## config.mk

```make
export PLATFORM = sky130hd
export DESIGN_NAME = paper_feed_multiplexed_io
export DESIGN_NICKNAME = d
export VERILOG_FILES = /design/src/feed_io_pkg.sv /design/src/strobe_drive.sv /design/src/paper_feed_multiplexed_io.sv
export SDC_FILE = /design/constraint.sdc
export NUM_CORES = 1
export LEC_CHECK = 0
export ABC_CLOCK_PERIOD_IN_PS = 1800
export BUFFER_PORTS_ARGS = -buffer_cell sky130_fd_sc_hd__buf_2
export CORE_MARGIN = 2
export CORE_UTILIZATION = 48
export DETAILED_ROUTE_END_ITERATION = 16
export GPL_TIMING_DRIVEN = 0
export HOLD_SLACK_MARGIN = 0.1
export PLACE_DENSITY = 0.78
export SYNTH_ARGS = -nofsm -noshare
export SYNTH_HDL_FRONTEND = slang
export SYNTH_SLANG_ARGS = --single-unit
```

## constraint.sdc

```tcl
create_clock -name mclk -period 1.8 [get_ports mclk]
set_input_delay 0.36 -clock mclk [delete_from_list [all_inputs] [get_ports mclk]]
set_output_delay 0.36 -clock mclk [all_outputs]
set_load 0.02 [all_outputs]
```

## src/feed_io_pkg.sv

```systemverilog
`default_nettype none

package feed_io_pkg;

	// ---------------------------------------------------------------
	// Group scan sequence
	// ---------------------------------------------------------------
	typedef enum logic [1:0] {grp_a, grp_b, grp_c, grp_d} group_e;

	// Two-bit motor codes, written as {bit1, bit0}.
	localparam logic [1:0] PED_MOTOR_BRAKE = 2'h0;
	localparam logic [1:0] PED_MOTOR_ON = 2'h1;
	localparam logic [1:0] PED_MOTOR_OFF = 2'h3;
	localparam logic [1:0] TRAY_OFF = 2'h0;
	localparam logic [1:0] TRAY_UP = 2'h1;
	localparam logic [1:0] TRAY_DOWN = 2'h2;
	localparam logic [1:0] TRAY_BRAKE = 2'h3;

	// Settle time after an enable goes low, before the buses are sampled.
	localparam int SETTLE_NS = 400;
	localparam int CLK_NS = 100;
	localparam logic [3:0] SETTLE_CYC = 4'((SETTLE_NS + CLK_NS - 1) / CLK_NS);
	// Drive bus setup time before a strobe rises, and strobe high width.
	localparam int SETUP_NS = 200;
	localparam logic [3:0] SETUP_CYC = 4'((SETUP_NS + CLK_NS - 1) / CLK_NS);
	localparam logic [3:0] STROBE_CYC = 4'h2;
	// Reference clock half period for the main motor, in mclk cycles.
	localparam logic [7:0] REF_HALF_CYC = 8'h19;

	// Exit option codes reported from return bits {7,4,1}.
	typedef enum logic [1:0] {exit_none, exit_separator, exit_bridge, exit_offset} exit_e;

	// Bus value before the first load. The latches ignore it until a strobe rises.
	localparam logic [7:0] DRIVE_IDLE = 8'h00;

endpackage : feed_io_pkg

`default_nettype wire

```

## src/strobe_drive.sv

```systemverilog
`timescale 1ns/10ps
`default_nettype none

// Sequences one drive byte onto the shared bus and pulses one of the two
// feeder strobes after the setup time.
module strobe_drive
	import feed_io_pkg::*;
(
	// Clock and reset
	input wire logic mclk,
	input wire logic rst_b,
	// Request side
	input wire logic req_valid,
	input wire logic req_second,
	input wire logic [7:0] req_data,
	output logic req_ready,
	// Pins
	output logic [7:0] drive_output_bus,
	output logic first_feeder_strobe,
	output logic second_feeder_strobe
);

	typedef enum logic [1:0] {st_idle, st_setup, st_high} st_e;

	typedef struct packed {
		st_e st;
		logic [3:0] cnt;
		logic sel;
		logic [7:0] bus;
		logic s1;
		logic s2;
	} state_s;

	state_s q, d;

	// --------------------------------------------------------------
	// Sequencer
	// --------------------------------------------------------------
	// Data is placed first and held through the strobe so the latch sees a
	// stable byte on its rising edge.
	always_comb begin
		d = q;
		case (q.st)
			st_idle: begin
				if (req_valid) begin
					d.bus = req_data;
					d.sel = req_second;
					d.cnt = SETUP_CYC;
					d.st = st_setup;
				end
			end
			st_setup: begin
				if (q.cnt > 4'h1) begin
					d.cnt = q.cnt - 4'h1;
				end else begin
					d.s1 = ~q.sel;
					d.s2 = q.sel;
					d.cnt = STROBE_CYC;
					d.st = st_high;
				end
			end
			st_high: begin
				if (q.cnt > 4'h1) begin
					d.cnt = q.cnt - 4'h1;
				end else begin
					d.s1 = 1'b0;
					d.s2 = 1'b0;
					d.st = st_idle;
				end
			end
			default: d.st = st_idle;
		endcase
	end

	always_ff @(posedge mclk or negedge rst_b) begin
		if (!rst_b) begin
			q <= '{st: st_idle, cnt: 4'h0, sel: 1'b0, bus: DRIVE_IDLE, s1: 1'b0, s2: 1'b0};
		end else begin
			q <= d;
		end
	end

	assign req_ready = (q.st == st_idle);
	assign drive_output_bus = q.bus;
	assign first_feeder_strobe = q.s1;
	assign second_feeder_strobe = q.s2;

endmodule : strobe_drive

`default_nettype wire

```

## src/paper_feed_multiplexed_io.sv

```systemverilog
`timescale 1ns/10ps
`default_nettype none

module paper_feed_multiplexed_io
	import feed_io_pkg::*;
(
	// Clock and reset
	input wire logic mclk,
	input wire logic rst_b,
	// Sensor buses from the buffers and their group enables
	input wire logic [3:0] size_input_bus,
	input wire logic [7:0] return_input_bus,
	output logic group_a_enable_n,
	output logic group_b_enable_n,
	output logic group_c_enable_n,
	output logic group_d_enable_n,
	// Feeder type: high for large capacity, low for pedestal
	input wire logic large_capacity_feeder,
	// Pedestal feeder commands
	input wire logic [1:0] ped_motor,
	input wire logic ped_upper_clutch,
	input wire logic ped_lower_clutch,
	input wire logic ped_transport_clutch,
	input wire logic [1:0] ped_upper_tray,
	input wire logic [1:0] ped_lower_tray,
	// Large capacity feeder commands
	input wire logic bulk_motor_on,
	input wire logic bulk_low_speed,
	input wire logic bulk_transport_clutch,
	input wire logic bulk_feed_clutch,
	input wire logic bulk_pickup,
	input wire logic [1:0] bulk_tray,
	input wire logic [1:0] bulk_fence_motor,
	input wire logic bulk_fence_solenoid,
	// Drive bus and strobes
	output logic [7:0] drive_output_bus,
	output logic first_feeder_strobe,
	output logic second_feeder_strobe,
	// Decoded sensor state
	output logic [2:0] bypass_width,
	output logic ped_upper_drawer_open,
	output logic ped_lower_drawer_open,
	output logic duplex_entry_paper,
	output logic duplex_exit_paper,
	output logic duplex_open,
	output logic duplex_connected,
	output logic [7:0] ret_group_a,
	output logic [7:0] ret_group_b,
	output logic [7:0] ret_group_c,
	output logic [7:0] ret_group_d,
	output logic [1:0] exit_option,
	// Transport clutch
	input wire logic upper_transport_request,
	input wire logic middle_transport_request,
	output logic upper_transport_clutch_n,
	// Main motor reference
	input wire logic main_motor_run,
	output logic main_motor_ref_clock,
	// External selects
	input wire logic nvmem_access,
	input wire logic nvmem_write,
	input wire logic finisher_access,
	output logic nvmem_select_n,
	output logic nvmem_write_en_n,
	output logic finisher_select_n
);

	typedef struct packed {
		logic [3:0] sz1;
		logic [3:0] sz2;
		logic [7:0] rt1;
		logic [7:0] rt2;
		logic [1:0] rq1;
		logic [1:0] rq2;
		group_e grp;
		logic [3:0] settle;
		logic [2:0] bwid;
		logic pu_open;
		logic pl_open;
		logic [3:0] dup;
		logic [7:0] ra;
		logic [7:0] rb;
		logic [7:0] rc;
		logic [7:0] rd;
		exit_e exit_opt;
		logic clutch_n;
		logic [7:0] ref_cnt;
		logic ref_clk;
		logic next_second;
		logic nv_cs_n;
		logic nv_we_n;
		logic fin_cs_n;
	} state_s;

	state_s q, d;
	logic req_ready;
	logic [7:0] byte1;
	logic [7:0] byte2;

	// Option code from return bits {7,4,1}.
	function automatic exit_e decode_exit(input logic [7:0] r);
		exit_e e;
		e = exit_none;
		if (!r[7]) begin
			case ({r[1], r[4]})
				2'h0: e = exit_separator;
				2'h1: e = exit_bridge;
				2'h3: e = exit_offset;
				default: e = exit_none;
			endcase
		end
		return e;
	endfunction : decode_exit

	// --------------------------------------------------------------
	// Drive byte assembly
	// --------------------------------------------------------------
	// Clutch and solenoid inputs are active high requests; the bus bits are
	// active low, so they are inverted here. Unused bits sit low.
	always_comb begin
		if (large_capacity_feeder) begin
			byte1 = {3'h0, ~bulk_pickup, ~bulk_feed_clutch, ~bulk_transport_clutch,
				bulk_low_speed, bulk_motor_on};
			byte2 = {3'h0, ~bulk_fence_solenoid, bulk_fence_motor, bulk_tray};
		end else begin
			byte1 = {1'b0, ~ped_transport_clutch, ~ped_lower_clutch, ~ped_upper_clutch,
				2'h0, ped_motor};
			byte2 = {4'h0, ped_lower_tray, ped_upper_tray};
		end
	end

	// --------------------------------------------------------------
	// Scan, decode and pin sequencing
	// --------------------------------------------------------------
	always_comb begin
		d = q;
		// Sensor and request pins pass two flops before anything looks at them.
		d.sz1 = size_input_bus;
		d.sz2 = q.sz1;
		d.rt1 = return_input_bus;
		d.rt2 = q.rt1;
		d.rq1 = {upper_transport_request, middle_transport_request};
		d.rq2 = q.rq1;
		// Each group is held long enough for buffer and synchroniser delay,
		// then sampled once on the last settle cycle before moving on.
		if (q.settle != 4'h0) begin
			d.settle = q.settle - 4'h1;
		end else begin
			case (q.grp)
				grp_a: begin
					d.bwid = ~q.sz2[2:0];
					d.ra = q.rt2;
					d.exit_opt = decode_exit(q.rt2);
				end
				grp_b: begin
					d.pu_open = q.sz2[0];
					d.rb = q.rt2;
				end
				grp_c: begin
					d.pl_open = q.sz2[0];
					d.rc = q.rt2;
				end
				grp_d: begin
					d.dup = {~q.sz2[3], q.sz2[2:0]};
					d.rd = q.rt2;
				end
				default: d.rd = q.rt2;
			endcase
			d.grp = group_e'(q.grp + 2'h1);
			d.settle = SETTLE_CYC + 4'h2;
		end
		// First low, second high turns the clutch on; both low is off.
		case (q.rq2)
			2'h1: d.clutch_n = 1'b0;
			2'h0: d.clutch_n = 1'b1;
			default: d.clutch_n = q.clutch_n;
		endcase
		// Reference clock toggles at a fixed rate while the motor runs.
		if (!main_motor_run) begin
			d.ref_cnt = 8'h0;
			d.ref_clk = 1'b0;
		end else if (q.ref_cnt >= REF_HALF_CYC - 8'h1) begin
			d.ref_cnt = 8'h0;
			d.ref_clk = ~q.ref_clk;
		end else begin
			d.ref_cnt = q.ref_cnt + 8'h1;
		end
		// Latch bytes are refreshed alternately, so each latch follows its
		// commands within two strobe cycles.
		if (req_ready) begin
			d.next_second = ~q.next_second;
		end
		d.nv_cs_n = ~nvmem_access;
		d.nv_we_n = ~(nvmem_access & nvmem_write);
		d.fin_cs_n = ~(finisher_access & ~nvmem_access);
	end

	always_ff @(posedge mclk or negedge rst_b) begin
		if (!rst_b) begin
			q <= '0;
			q.clutch_n <= 1'b1;
			q.nv_cs_n <= 1'b1;
			q.nv_we_n <= 1'b1;
			q.fin_cs_n <= 1'b1;
			q.settle <= SETTLE_CYC + 4'h2;
		end else begin
			q <= d;
		end
	end

	// --------------------------------------------------------------
	// Drive sequencer
	// --------------------------------------------------------------
	strobe_drive u_drive (
		.mclk(mclk),
		.rst_b(rst_b),
		.req_valid(1'b1),
		.req_second(q.next_second),
		.req_data(q.next_second ? byte2 : byte1),
		.req_ready(req_ready),
		.drive_output_bus(drive_output_bus),
		.first_feeder_strobe(first_feeder_strobe),
		.second_feeder_strobe(second_feeder_strobe)
	);

	// --------------------------------------------------------------
	// Outputs
	// --------------------------------------------------------------
	// Exactly one enable is low, decoded from a single state field.
	assign group_a_enable_n = (q.grp != grp_a);
	assign group_b_enable_n = (q.grp != grp_b);
	assign group_c_enable_n = (q.grp != grp_c);
	assign group_d_enable_n = (q.grp != grp_d);
	assign bypass_width = q.bwid;
	assign ped_upper_drawer_open = q.pu_open;
	assign ped_lower_drawer_open = q.pl_open;
	assign duplex_entry_paper = q.dup[0];
	assign duplex_exit_paper = q.dup[1];
	assign duplex_open = q.dup[2];
	assign duplex_connected = q.dup[3];
	assign ret_group_a = q.ra;
	assign ret_group_b = q.rb;
	assign ret_group_c = q.rc;
	assign ret_group_d = q.rd;
	assign exit_option = q.exit_opt;
	assign upper_transport_clutch_n = q.clutch_n;
	assign main_motor_ref_clock = q.ref_clk;
	assign nvmem_select_n = q.nv_cs_n;
	assign nvmem_write_en_n = q.nv_we_n;
	assign finisher_select_n = q.fin_cs_n;

endmodule : paper_feed_multiplexed_io

`default_nettype wire

```

==> impl_results.md, run 1 <==
* Clock Tree Buf Depth at 2
* Critical path data arrival time at about 2.0 ns
* 1st-pass router iterations at 4
* Combinational family with the most area after synthesis: multiplexers
* Synth Flop Type: dfrtp_1
* Final wirelength at around 8400 µm
* Fin. Hold Viols at 0
* # diodes at 0
* Avg Cell Area, Syn at around 13 µm²
* Status: finished, final reports clean
* Final Cycle Share at 0.978
* Syn Inst Count at 340
* Total Nets Final at roughly 540
* Chip Width at around 100 µm
* Die footprint at ~10000 µm²
* Routed len/inst at 14.2 µm
* Overall global routing resource usage at 0.173
* Clk sinks at 107
* EDFF count, synth at 0
* Post-Synth XOR/XNOR Area at 0.0118
* 1st-iter DRT viols at 77
* Fill cells at between 700 and 800
* Initial Util at 0.489
* I/O pins at 102
* Slew HR at 0.538
* Crit path capture type: register
* Drt drc at 0
* Hold Crit Class: input port to register
* Worst Path Max Fanout at 4
* Dpl cells at roughly 550
* Distinct cells, synth at 39
* Min Tclk post-route at roughly 1.8 ns
* First-pass GRT wire length at 13400 µm
* Peak VDD IR at 354 µV
* Peak Freq at 568 MHz
* Simple-gate portion of the synthesized area at 0.0593
* Slowest cell on crit path: dfrtp_1
* Largest net degree at the start of global routing at 55
* Total core area at approximately 9100 µm²
* Final setup vio count at 0
* Die Y at 100 µm
* Async set-reset flop share out of synthesis at 1.00
* Post-Syn Area at between 4000 and 5000 µm²
* Worst Path Required at between 2 and 2.5 ns
* H-tree Lvls at 3
* CTS tree: built
* Post-synthesis adder-cell area fraction at 0.0422
* Critical path class: register to register
* Vias in the first global route at between 2000 and 3000
* DRT antenna net count at 0
* GRT overflow at 0
* Fin Hold WS at ~0.12 ns
* DR vias/cell at about 4.7
* Inserted Clock Buffers at 9
* CTS root buffer: clkbuf_8
* Dpl hpwl at ~5800 µm
* Max-cap violations at 0
* Startpoint Class: register
* Clock-pin slew on the worst setup and hold paths at about 0.10 ns
* Post-synthesis compound-gate area fraction at 0.0526
* Non-Filler Instances at about 600
* Initial antenna violation count at 0
* Leakage power at 2.82 nW
* Fin Clk Skew at around 0.016 ns
* Area Overhead vs Synth at 26.5%
* Fraction of final layout cells sized beyond drive strength 1 at 0.441
* Crit-path max cell delay at between 0.4 and 0.5 ns
* Std-Cell Rows at 35
* Clk_lat worst skew at around 0.37 ns
* Post-synthesis mux area share at 0.124
* Via count at about 2800
* Synth Register Bits at 107
* Synth warn at 0
* Seq/Total Area, Yosys at 0.603
* Worst Tran Pin Value at 0.693 ns
* Port bufs at 99
* Final Max Tran Viols at 0
* Global placement routability congestion at between 0.7 and 0.8
* Critical path cell sequence: inv_2, ha_4, nor3b_4, and2_4, buf_2, mux2_1
* Multi-input logic area at 1330 µm²
* Reg area at between 2000 and 3000 µm²
* Power Density at 774 nW/µm²
## timing repair
| item | 4_1_cts | 5_1_grt |
|---|---|---|
| setup buffers | 2 | 5 |
| gates cloned | 0 | 3 |
| setup endpoints to repair | 26 | 29 |
| resized for setup | 2 | 13 |
| hold endpoints to repair | 65 | 0 |
| pin swaps | 0 | 1 |
| hold buffers | 17 | 0 |
## stage by stage
step                cell area, µm²  setup WS (ns)  setup TNS, ns   util  power [mW]
floorplan                     4460         0.0748              0      -        2.84
global placement              5100         -0.730         -75.59  0.559        3.01
detailed placement            5130         -0.151          -2.47  0.563        3.03
CTS                           5490        0.00459              0  0.603        4.41
global route                  5630        -0.0206         -0.136  0.618        4.55
finish                        5630         0.0402              0  0.618        4.36
## logic make-up after synthesis
family | after synthesis
adders and majority gates | 15
and+or+nand+nor | 54
buffers and inverters | 74
muxes | 44
xor gates and xnor gates | 6
AOI/OAI and AO/OA | 39
other | 1
DFF | 107
## report_power, final
| group | total, mW | internal [mW] | leakage [nW] | switching, mW |
|---|---|---|---|---|
| sequential | 2.56 | 2.51 | 1.27 | 0.0562 |
| combinational | 0.444 | 0.222 | 1.46 | 0.223 |
| clock | 1.35 | 0.524 | 0.0927 | 0.824 |
## per-layer routing
metal / vias up / share of wire / global-route usage
met1: 1386 / 0.41 / 0.216
met3: 14 / 0.035 / 0.0299
met4: 0 / 0.020 / 0.0938
met2: 74 / 0.54 / 0.287
li1: 1353 / - / -
met5: - / 0 / 0
## cells in the final DEF, fill, tap and decap left out, drive strengths merged
cell,netlist,final
nand2b,4,4
ha,15,15
xnor2,3,3
inv,20,22
a21oi,9,9
a22o,2,2
dlygate4sd3,0,17
a32o,1,1
mux2,40,40
clkinv,0,4
o221ai,1,1
buf,50,157
dfstp,6,6
o41ai,1,1
nor4b,1,1
o31ai,1,1
nor3,5,5
nor2b,1,1
dfrtp,101,101
and3,1,1
a21o,1,1
nand3,2,2
nor2,13,13
conb,1,4
o21ai,20,20
o21a,2,2
nand2,23,23
clkbuf,4,16
a31oi,1,1
or3,1,1
xor2,3,3
mux4,2,2
mux2i,2,2
and2,2,2
nor3b,1,1
## critical path: cells and delay by family (launching register included)
family	cells	cell delay [ns]
AND/OR/NAND/NOR	2	0.50
flip-flops	1	0.42
adder cells (fa/ha/maj)	1	0.13
buffers and inverters	2	0.27
multiplexers	1	0.33
## synthesized netlist by cell type, types with 2 or more instances
library cell,n,share of area
mux2_1,18,0.046
nand2_1,21,0.018
nand3_1,2,0.0022
o21ai_0,20,0.022
inv_1,20,0.017
o21a_1,2,0.0034
clkbuf_1,4,0.0034
mux2_2,12,0.030
nor2_1,13,0.011
xor2_1,3,0.0059
dfstp_2,6,0.035
buf_6,2,0.0051
a22o_1,2,0.0039
dfrtp_1,101,0.57
ha_1,15,0.042
xnor2_1,3,0.0059
buf_4,47,0.079
and2_1,2,0.0028
mux2i_1,2,0.0045
a21oi_1,9,0.010
mux4_2,2,0.010
mux2_4,10,0.034
nand2b_1,4,0.0056
nor3_1,5,0.0056
## sequential cells by signal (all words and copies together) (netlist names), 7 cells and up
name                      cells
ret_group_d                   8
u_drive.drive_output_bus      7
ret_group_a                   8
q                            29
u_drive.q                     7
ret_group_b                   8
ret_group_c                   8
d                            14
## worst paths after layout
kind,start,endpoint,slack (ns),cells after the start
max,q[57],ret_group_b[0],0.04,6
min,nvmem_access,nvmem_write_en_n,0.12,2
max reg2reg,q[57],ret_group_b[0],0.04,6
min reg2reg,d[73],q[73],0.34,0
max in group asynchronous,rst_b,q[59],0.50,3
min in group asynchronous,rst_b,q[74],0.58,2
## final cells by class
type | instances | area share
multi-input combinational | 162 | 0.236
buffer | 54 | 0.0742
inverter | 20 | 0.0133
tap | 111 | 0.0247
timing repair buffer | 126 | 0.143
sequential | 107 | 0.477
clock buffer | 10 | 0.0227
clock inverter | 6 | 0.00911
Power figures use the tool's default switching activity.
==> inputs of run 2 (changes only) <==
- BUFFER_PORTS_ARGS: -buffer_cell sky130_fd_sc_hd__buf_2 -> -buffer_cell sky130_fd_sc_hd__clkbuf_2
- CORE_UTILIZATION: 48 -> 50
- CTS_BUF_LIST: unset -> sky130_fd_sc_hd__clkbuf_4 sky130_fd_sc_hd__clkbuf_8
- PLACE_DENSITY: 0.78 -> 0.81
==> impl_results.md, run 2 (same netlist as run 1, synthesis figures left out) <==
* H-tree Lvls at 3 (unchanged)
* DP Worst Slack at -0.133 ns (was -0.151 ns)
* Worst Path Max Fanout at 9 (was 4)
* Fraction of final layout cells sized beyond drive strength 1 at 0.439 (was 0.441)
* Initial antenna violation count at 0 (unchanged)
* Fin Clk Skew at 0.0104 ns (was 0.0161 ns)
* Critical path class: register to register (unchanged)
* Die Y at 98.3 µm (was 100 µm)
* Fin. Hold Viols at 0 (unchanged)
* 1st-pass router iterations at 4 (unchanged)
* Hold Crit Class: input port to register (unchanged)
* Max-cap violations at 0 (unchanged)
* Clock-pin slew on the worst setup and hold paths at 0.09 ns (was 0.10 ns)
* Inserted Clock Buffers at 9 (unchanged)
* Post-layout util at 0.636 (was 0.618)
* Min Tclk post-route at 1.75 ns (was 1.76 ns)
* Power Density at 807 nW/µm² (was 774 nW/µm²)
* First-pass GRT wire length at 13000 µm (was 13400 µm)
* Initial Util at 0.513 (was 0.489)
* CTS root buffer: clkbuf_8 (unchanged)
* Status: finished, final reports clean (unchanged)
* Commonest non-fill, non-tap cell in the layout: dfrtp_1 (unchanged)
* Final Max Tran Viols at 0 (unchanged)
* Dpl cells at 551 (was 554)
* Drt drc at 0 (unchanged)
* Dpl hpwl at 5480 µm (was 5750 µm)
* Met1 usage at 0.219 (was 0.216)
* Vias in the first global route at 2807 (was 2856)
* Peak Freq at 573 MHz (was 568 MHz)
* # diodes at 0 (unchanged)
* Met3 usage at 0.0472 (was 0.0299)
* Final Cycle Share at 0.970 (was 0.978)
* Clk_lat worst skew at 0.36 ns (was 0.37 ns)
* Total core area at 8680 µm² (was 9110 µm²)
* Final Instance Area at 5520 µm² (was 5630 µm²)
* Clk sinks at 107 (unchanged)
* Area Overhead vs Synth at 24.1% (was 26.5%)
* Worst Path Required at 2.04 ns (was 2.05 ns)
* Chip Width at 98.3 µm (was 100 µm)
* Overall global routing resource usage at 0.168 (was 0.173)
* Final setup vio count at 0 (unchanged)
* Largest net degree at the start of global routing at 64 (was 55)
* Via count at 2752 (was 2827)
* Std-Cell Rows at 34 (was 35)
* Worst Tran Pin Value at 0.633 ns (was 0.693 ns)
* Crit path capture type: register (unchanged)
* GRT overflow at 0 (unchanged)
* Fin Hold WS at 0.129 ns (was 0.125 ns)
* GRT met2 Usage at 0.283 (was 0.287)
* Critical path data arrival time at 1.98 ns (was 2.01 ns)
* Non-Filler Instances at 584 (was 596)
* Largest register by flop count: q (unchanged)
* Most frequent cells in the layout: 101 x dfrtp_1, 100 x clkbuf_2, 50 x buf_4, 21 x nand2_1 (was 101 x dfrtp_1, 100 x buf_2, 50 x buf_4, 21 x nand2_1, 20 x o21ai_0)
* Die footprint at 9670 µm² (was 10100 µm²)
* Largest register FFs at 29 (unchanged)
* Final worst setup slack at 0.0548 ns (was 0.0402 ns)
* Startpoint Class: register (unchanged)
* Peak VDD IR at 433 µV (was 354 µV)
* CTS tree: built (unchanged)
* Port bufs at 99 (unchanged)
* DR vias/cell at 4.71 (was 4.74)
* 1st-iter DRT viols at 77 (unchanged)
* Total Nets Final at 526 (was 535)
* Leakage power at 2.79 nW (was 2.82 nW)
* Routed len/inst at 13.3 µm (was 14.2 µm)
* I/O pins at 102 (unchanged)
* Global placement routability congestion at 0.770 (was 0.717)
* DRT antenna net count at 0 (unchanged)
* Post-place instance area at 5120 µm² (was 5130 µm²)
* Final wirelength at 7780 µm (was 8450 µm)
* Clock Tree Buf Depth at 2 (unchanged)
* GRT Max-Usage Layer: met2 (unchanged)
* Slew HR at 0.578 (was 0.538)
-- run 2: cell count changes in the layout (fill, tap and decap cells not counted), moves of 3 or more --
cell / previous run / this run
dlygate4sd3_1: 17 / 13
clkinv_4: 3 / 0
buf_2: 100 / 1
clkbuf_4: 0 / 3
clkbuf_2: 2 / 100
-- run 2: repair_timing --
action | CTS | global route
endpoints found under the setup margin | 23 | 36
gates resized for setup | 2 | 11
setup buffers | 3 | 1
hold buffers | 13 | 0
pin swaps | 0 | 2
hold endpoints to repair | 53 | 0
gates cloned | 0 | 1
-- run 2: worst paths after layout --
path	startpoint	endpoint	slack, ns	cells after the start
max reg2reg	q[58]	ret_group_d[6]	0.05	7
min reg2reg	d[74]	q[74]	0.35	0
max in group asynchronous	rst_b	nvmem_select_n	0.47	3
min	return_input_bus[1]	d[68]	0.13	1
max	q[58]	ret_group_d[6]	0.05	7
min in group asynchronous	rst_b	d[63]	0.58	2
-- run 2: layout make-up --
type	instances	area (µm²)
clock inverter	4	50.0
inverter	20	75.1
sequential	107	2690
clock buffer	12	153
multi-input combinational	162	1320
fill	689	3160
timing repair buffer	118	693
tap	108	135
buffer	53	409
-- run 2: critical path, cell delays in order (launching register included) --
cell and delay, ns:
dfstp_2 0.54, inv_1 0.06, ha_4 0.16, nor3b_4 0.16, buf_4 0.15, nand2_4 0.12
buf_8 0.15, mux2_4 0.30
-- run 2: stage by stage --
step	TNS, ns	total power [mW]
after detailed placement	-2.31	3.03
after global placement	-103.20	3.01
final	0	4.46
after floorplan	0	2.84
after CTS	0	4.53
after global routing	-0.114	4.68
-- run 2: power breakdown --
group,leakage [nW],switching [mW],internal (mW)
sequential,1.27,0.0544,2.51
clock,0.0994,0.751,0.711
combinational,1.42,0.220,0.215
-- run 2: layer usage --
layer,wire (µm),part of all wire
met1,3330,0.43
met2,3980,0.51
met3,412,0.053
met4,62,0.0080
met5,0,0
==> inputs of run 3 (changes only) <==
- ABC_CLOCK_PERIOD_IN_PS: 1800 -> 1500
- clock period: 1.8 -> 1.5 ns (I/O delays scaled with it)
==> impl_results.md, run 3 (same netlist as run 1, synthesis figures left out) <==
* Status: complete, but fails checks (was finished, final reports clean)
* Failing checks: negative setup slack
* Drt drc at 0 (unchanged)
* Worst Tran Pin Value at 0.764 ns (was 0.633 ns)
* RSZ-0062 raised after global routing: true
* Largest register by flop count: q (unchanged)
* 1st-iter DRT viols at 43 (was 77)
* # diodes at 0 (unchanged)
* Clk sinks at 107 (unchanged)
* Dpl hpwl at 5550 µm (was 5480 µm)
* Vias in the first global route at 2906 (was 2807)
* WP depth at 6 (was 7)
* Leakage power at 2.94 nW (was 2.79 nW)
* DRT antenna net count at 0 (unchanged)
* Area Overhead vs Synth at 32.9% (was 24.1%)
* Peak Freq at 587 MHz (was 573 MHz)
* Max-cap violations at 0 (unchanged)
* Die Y at 98.3 µm (unchanged)
* Hold Crit Class: input port to register (unchanged)
* Fill cells at 639 (was 689)
* Commonest non-fill, non-tap cell in the layout: dfrtp_1 (unchanged)
* Total core area at 8680 µm² (unchanged)
* Largest register FFs at 29 (unchanged)
* Inserted Clock Buffers at 9 (unchanged)
* Port bufs at 99 (unchanged)
* Fin Hold WS at 0.203 ns (was 0.129 ns)
* Worst Path Max Fanout at 5 (was 9)
* Final Cycle Share at 1.14 (was 0.970)
* Clock-pin slew on the worst setup and hold paths at 0.09 ns (about the same)
* Global placement routability congestion at 0.749 (was 0.770)
* Critical path class: register to register (unchanged)
* Fin Clk Skew at 0.00642 ns (was 0.0104 ns)
* Clock Tree Buf Depth at 2 (unchanged)
* Fin. Hold Viols at 0 (unchanged)
* Slew HR at 0.491 (was 0.578)
* Std-Cell Rows at 34 (unchanged)
* Clk_lat worst skew at 0.36 ns (about the same)
* First-pass GRT wire length at 14100 µm (was 13000 µm)
* Fraction of final layout cells sized beyond drive strength 1 at 0.525 (was 0.439)
* DR vias/cell at 4.78 (was 4.71)
* Critical path cell sequence: inv_2, ha_4, nor3b_4, and2_4, buf_8, mux2_4 (was inv_1, ha_4, nor3b_4, buf_4, nand2_4, buf_8, mux2_4)
* Worst Path Required at 1.74 ns (was 2.04 ns)
* Final Max Tran Viols at 0 (unchanged)
* Crit path capture type: register (unchanged)
* Power Density at 879 nW/µm² (was 807 nW/µm²)
* H-tree Lvls at 3 (unchanged)
* Slowest cell on crit path: dfrtp_1 (was dfstp_2)
* Final wirelength at 8480 µm (was 7780 µm)
* Overall global routing resource usage at 0.184 (was 0.168)
* CTS tree: built (unchanged)
* GRT overflow at 0 (unchanged)
* Min Tclk post-route at 1.70 ns (was 1.75 ns)
* Die footprint at 9670 µm² (unchanged)
* Final TNS setup at -6.65 ns (was 0 ns)
* Startpoint Class: register (unchanged)
* Worst R2R Path Depth at 6 (was 7)
* Total Nets Final at 545 (was 526)
* Crit-path max cell delay at 0.41 ns (was 0.54 ns)
* Final worst setup slack at -0.205 ns (was 0.0548 ns)
* Initial Util at 0.513 (unchanged)
* Worst R2R Start: q[57] (was q[58])
* CP startpoint: q[57] (was q[58])
* CTS root buffer: clkbuf_8 (unchanged)
* Most frequent cells in the layout: 99 x dfrtp_1, 94 x clkbuf_2, 57 x buf_4, 22 x mux2_4, 19 x dlygate4sd3_1 (was 101 x dfrtp_1, 100 x clkbuf_2, 50 x buf_4, 21 x nand2_1)
* Final setup vio count at 46 (was 0)
* 1st-pass router iterations at 4 (unchanged)
* Chip Width at 98.3 µm (unchanged)
* Reg2reg setup slack at -0.20 ns (was 0.05 ns)
* Crit path to: ret_group_b[0] (was ret_group_d[6])
* Worst reg2reg path endpoint: ret_group_b[0] (was ret_group_d[6])
* I/O pins at 102 (unchanged)
* Peak VDD IR at 507 µV (was 433 µV)
* Critical path data arrival time at 1.95 ns (was 1.98 ns)
* Largest net degree at the start of global routing at 56 (was 64)
* Initial antenna violation count at 0 (unchanged)
* Routed len/inst at 14.1 µm (was 13.3 µm)
* Via count at 2884 (was 2752)
* Top delay family on crit path: simple AND/OR/NAND/NOR gates (was flip-flops)
* Buf/Inv on CP at 2 (was 3)
[run 3: changes by cell type in the layout (fill, tap and decap cells not counted), moves of 7 or more]
cell,previous run,this run
mux2_4,10,22
ha_1,14,6
mux2_1,18,8
inv_1,20,12
buf_4,50,57
o21ai_0,20,13
[run 3: tightest hold or removal path, cell delays in order]
cell and delay [ns]:
clkbuf_2 0.08, nand3_1 0.05, o21ai_0 0.08
[run 3: layout make-up]
class                           instances  area [µm²]  share of cell area
Sequential cell                       107        2690               0.454
Multi-Input combinational cell        162        1480               0.249
Timing Repair Buffer                  139         961               0.162
Buffer                                 51         403              0.0681
Tap cell                              108         135              0.0228
Clock buffer                           10         131              0.0222
Inverter                               20        80.1              0.0135
Clock inverter                          6        41.3             0.00698
[run 3: routing by layer]
metal | global-route usage | vias up | wire length [µm]
li1 | - | 1375 | -
met1 | 0.237 | 1430 | 3550
met2 | 0.312 | 67 | 4460
met3 | 0.0401 | 12 | 304
met4 | 0.0622 | 0 | 162
met5 | 0 | - | 0
[run 3: per-stage QoR]
step / instances / util / instance area, µm² / worst slack, ns / total power [mW]
after floorplan: 343 / - / 4470 / -0.197 / 3.41
after CTS: 595 / 0.666 / 5780 / -0.170 / 5.27
after detailed placement: 551 / 0.592 / 5130 / -0.392 / 3.64
final: 603 / 0.682 / 5910 / -0.205 / 5.20
after global routing: 603 / 0.682 / 5910 / -0.275 / 5.45
after global placement: 550 / 0.588 / 5100 / -1.21 / 3.61
[run 3: worst min path at each step]
stage               slack, ns                   end  depth (start not counted)           start
floorplan               0.004       bypass_width[0]                          0           rst_b
global placement         0.33                 q[86]                          0           d[86]
detailed placement       0.33                 q[73]                          0           d[73]
CTS                      0.18  main_motor_ref_clock                          3  main_motor_run
global route             0.21  main_motor_ref_clock                          3  main_motor_run
finish                   0.20  main_motor_ref_clock                          3  main_motor_run
[run 3: timing repair]
item                                    CTS  global route
endpoints found under the setup margin   56            53
gates cloned                              2             0
resized for setup                        58            26
hold buffers                             19             0
setup buffers                            10             8
hold endpoints to repair                 69             0
pin swaps                                 8             6
[run 3: where the power goes]
group / internal [mW] / switching (mW)
logic: 0.281 / 0.269
registers: 3.01 / 0.0702
clock network: 0.623 / 0.948
total: 3.91 / 1.29
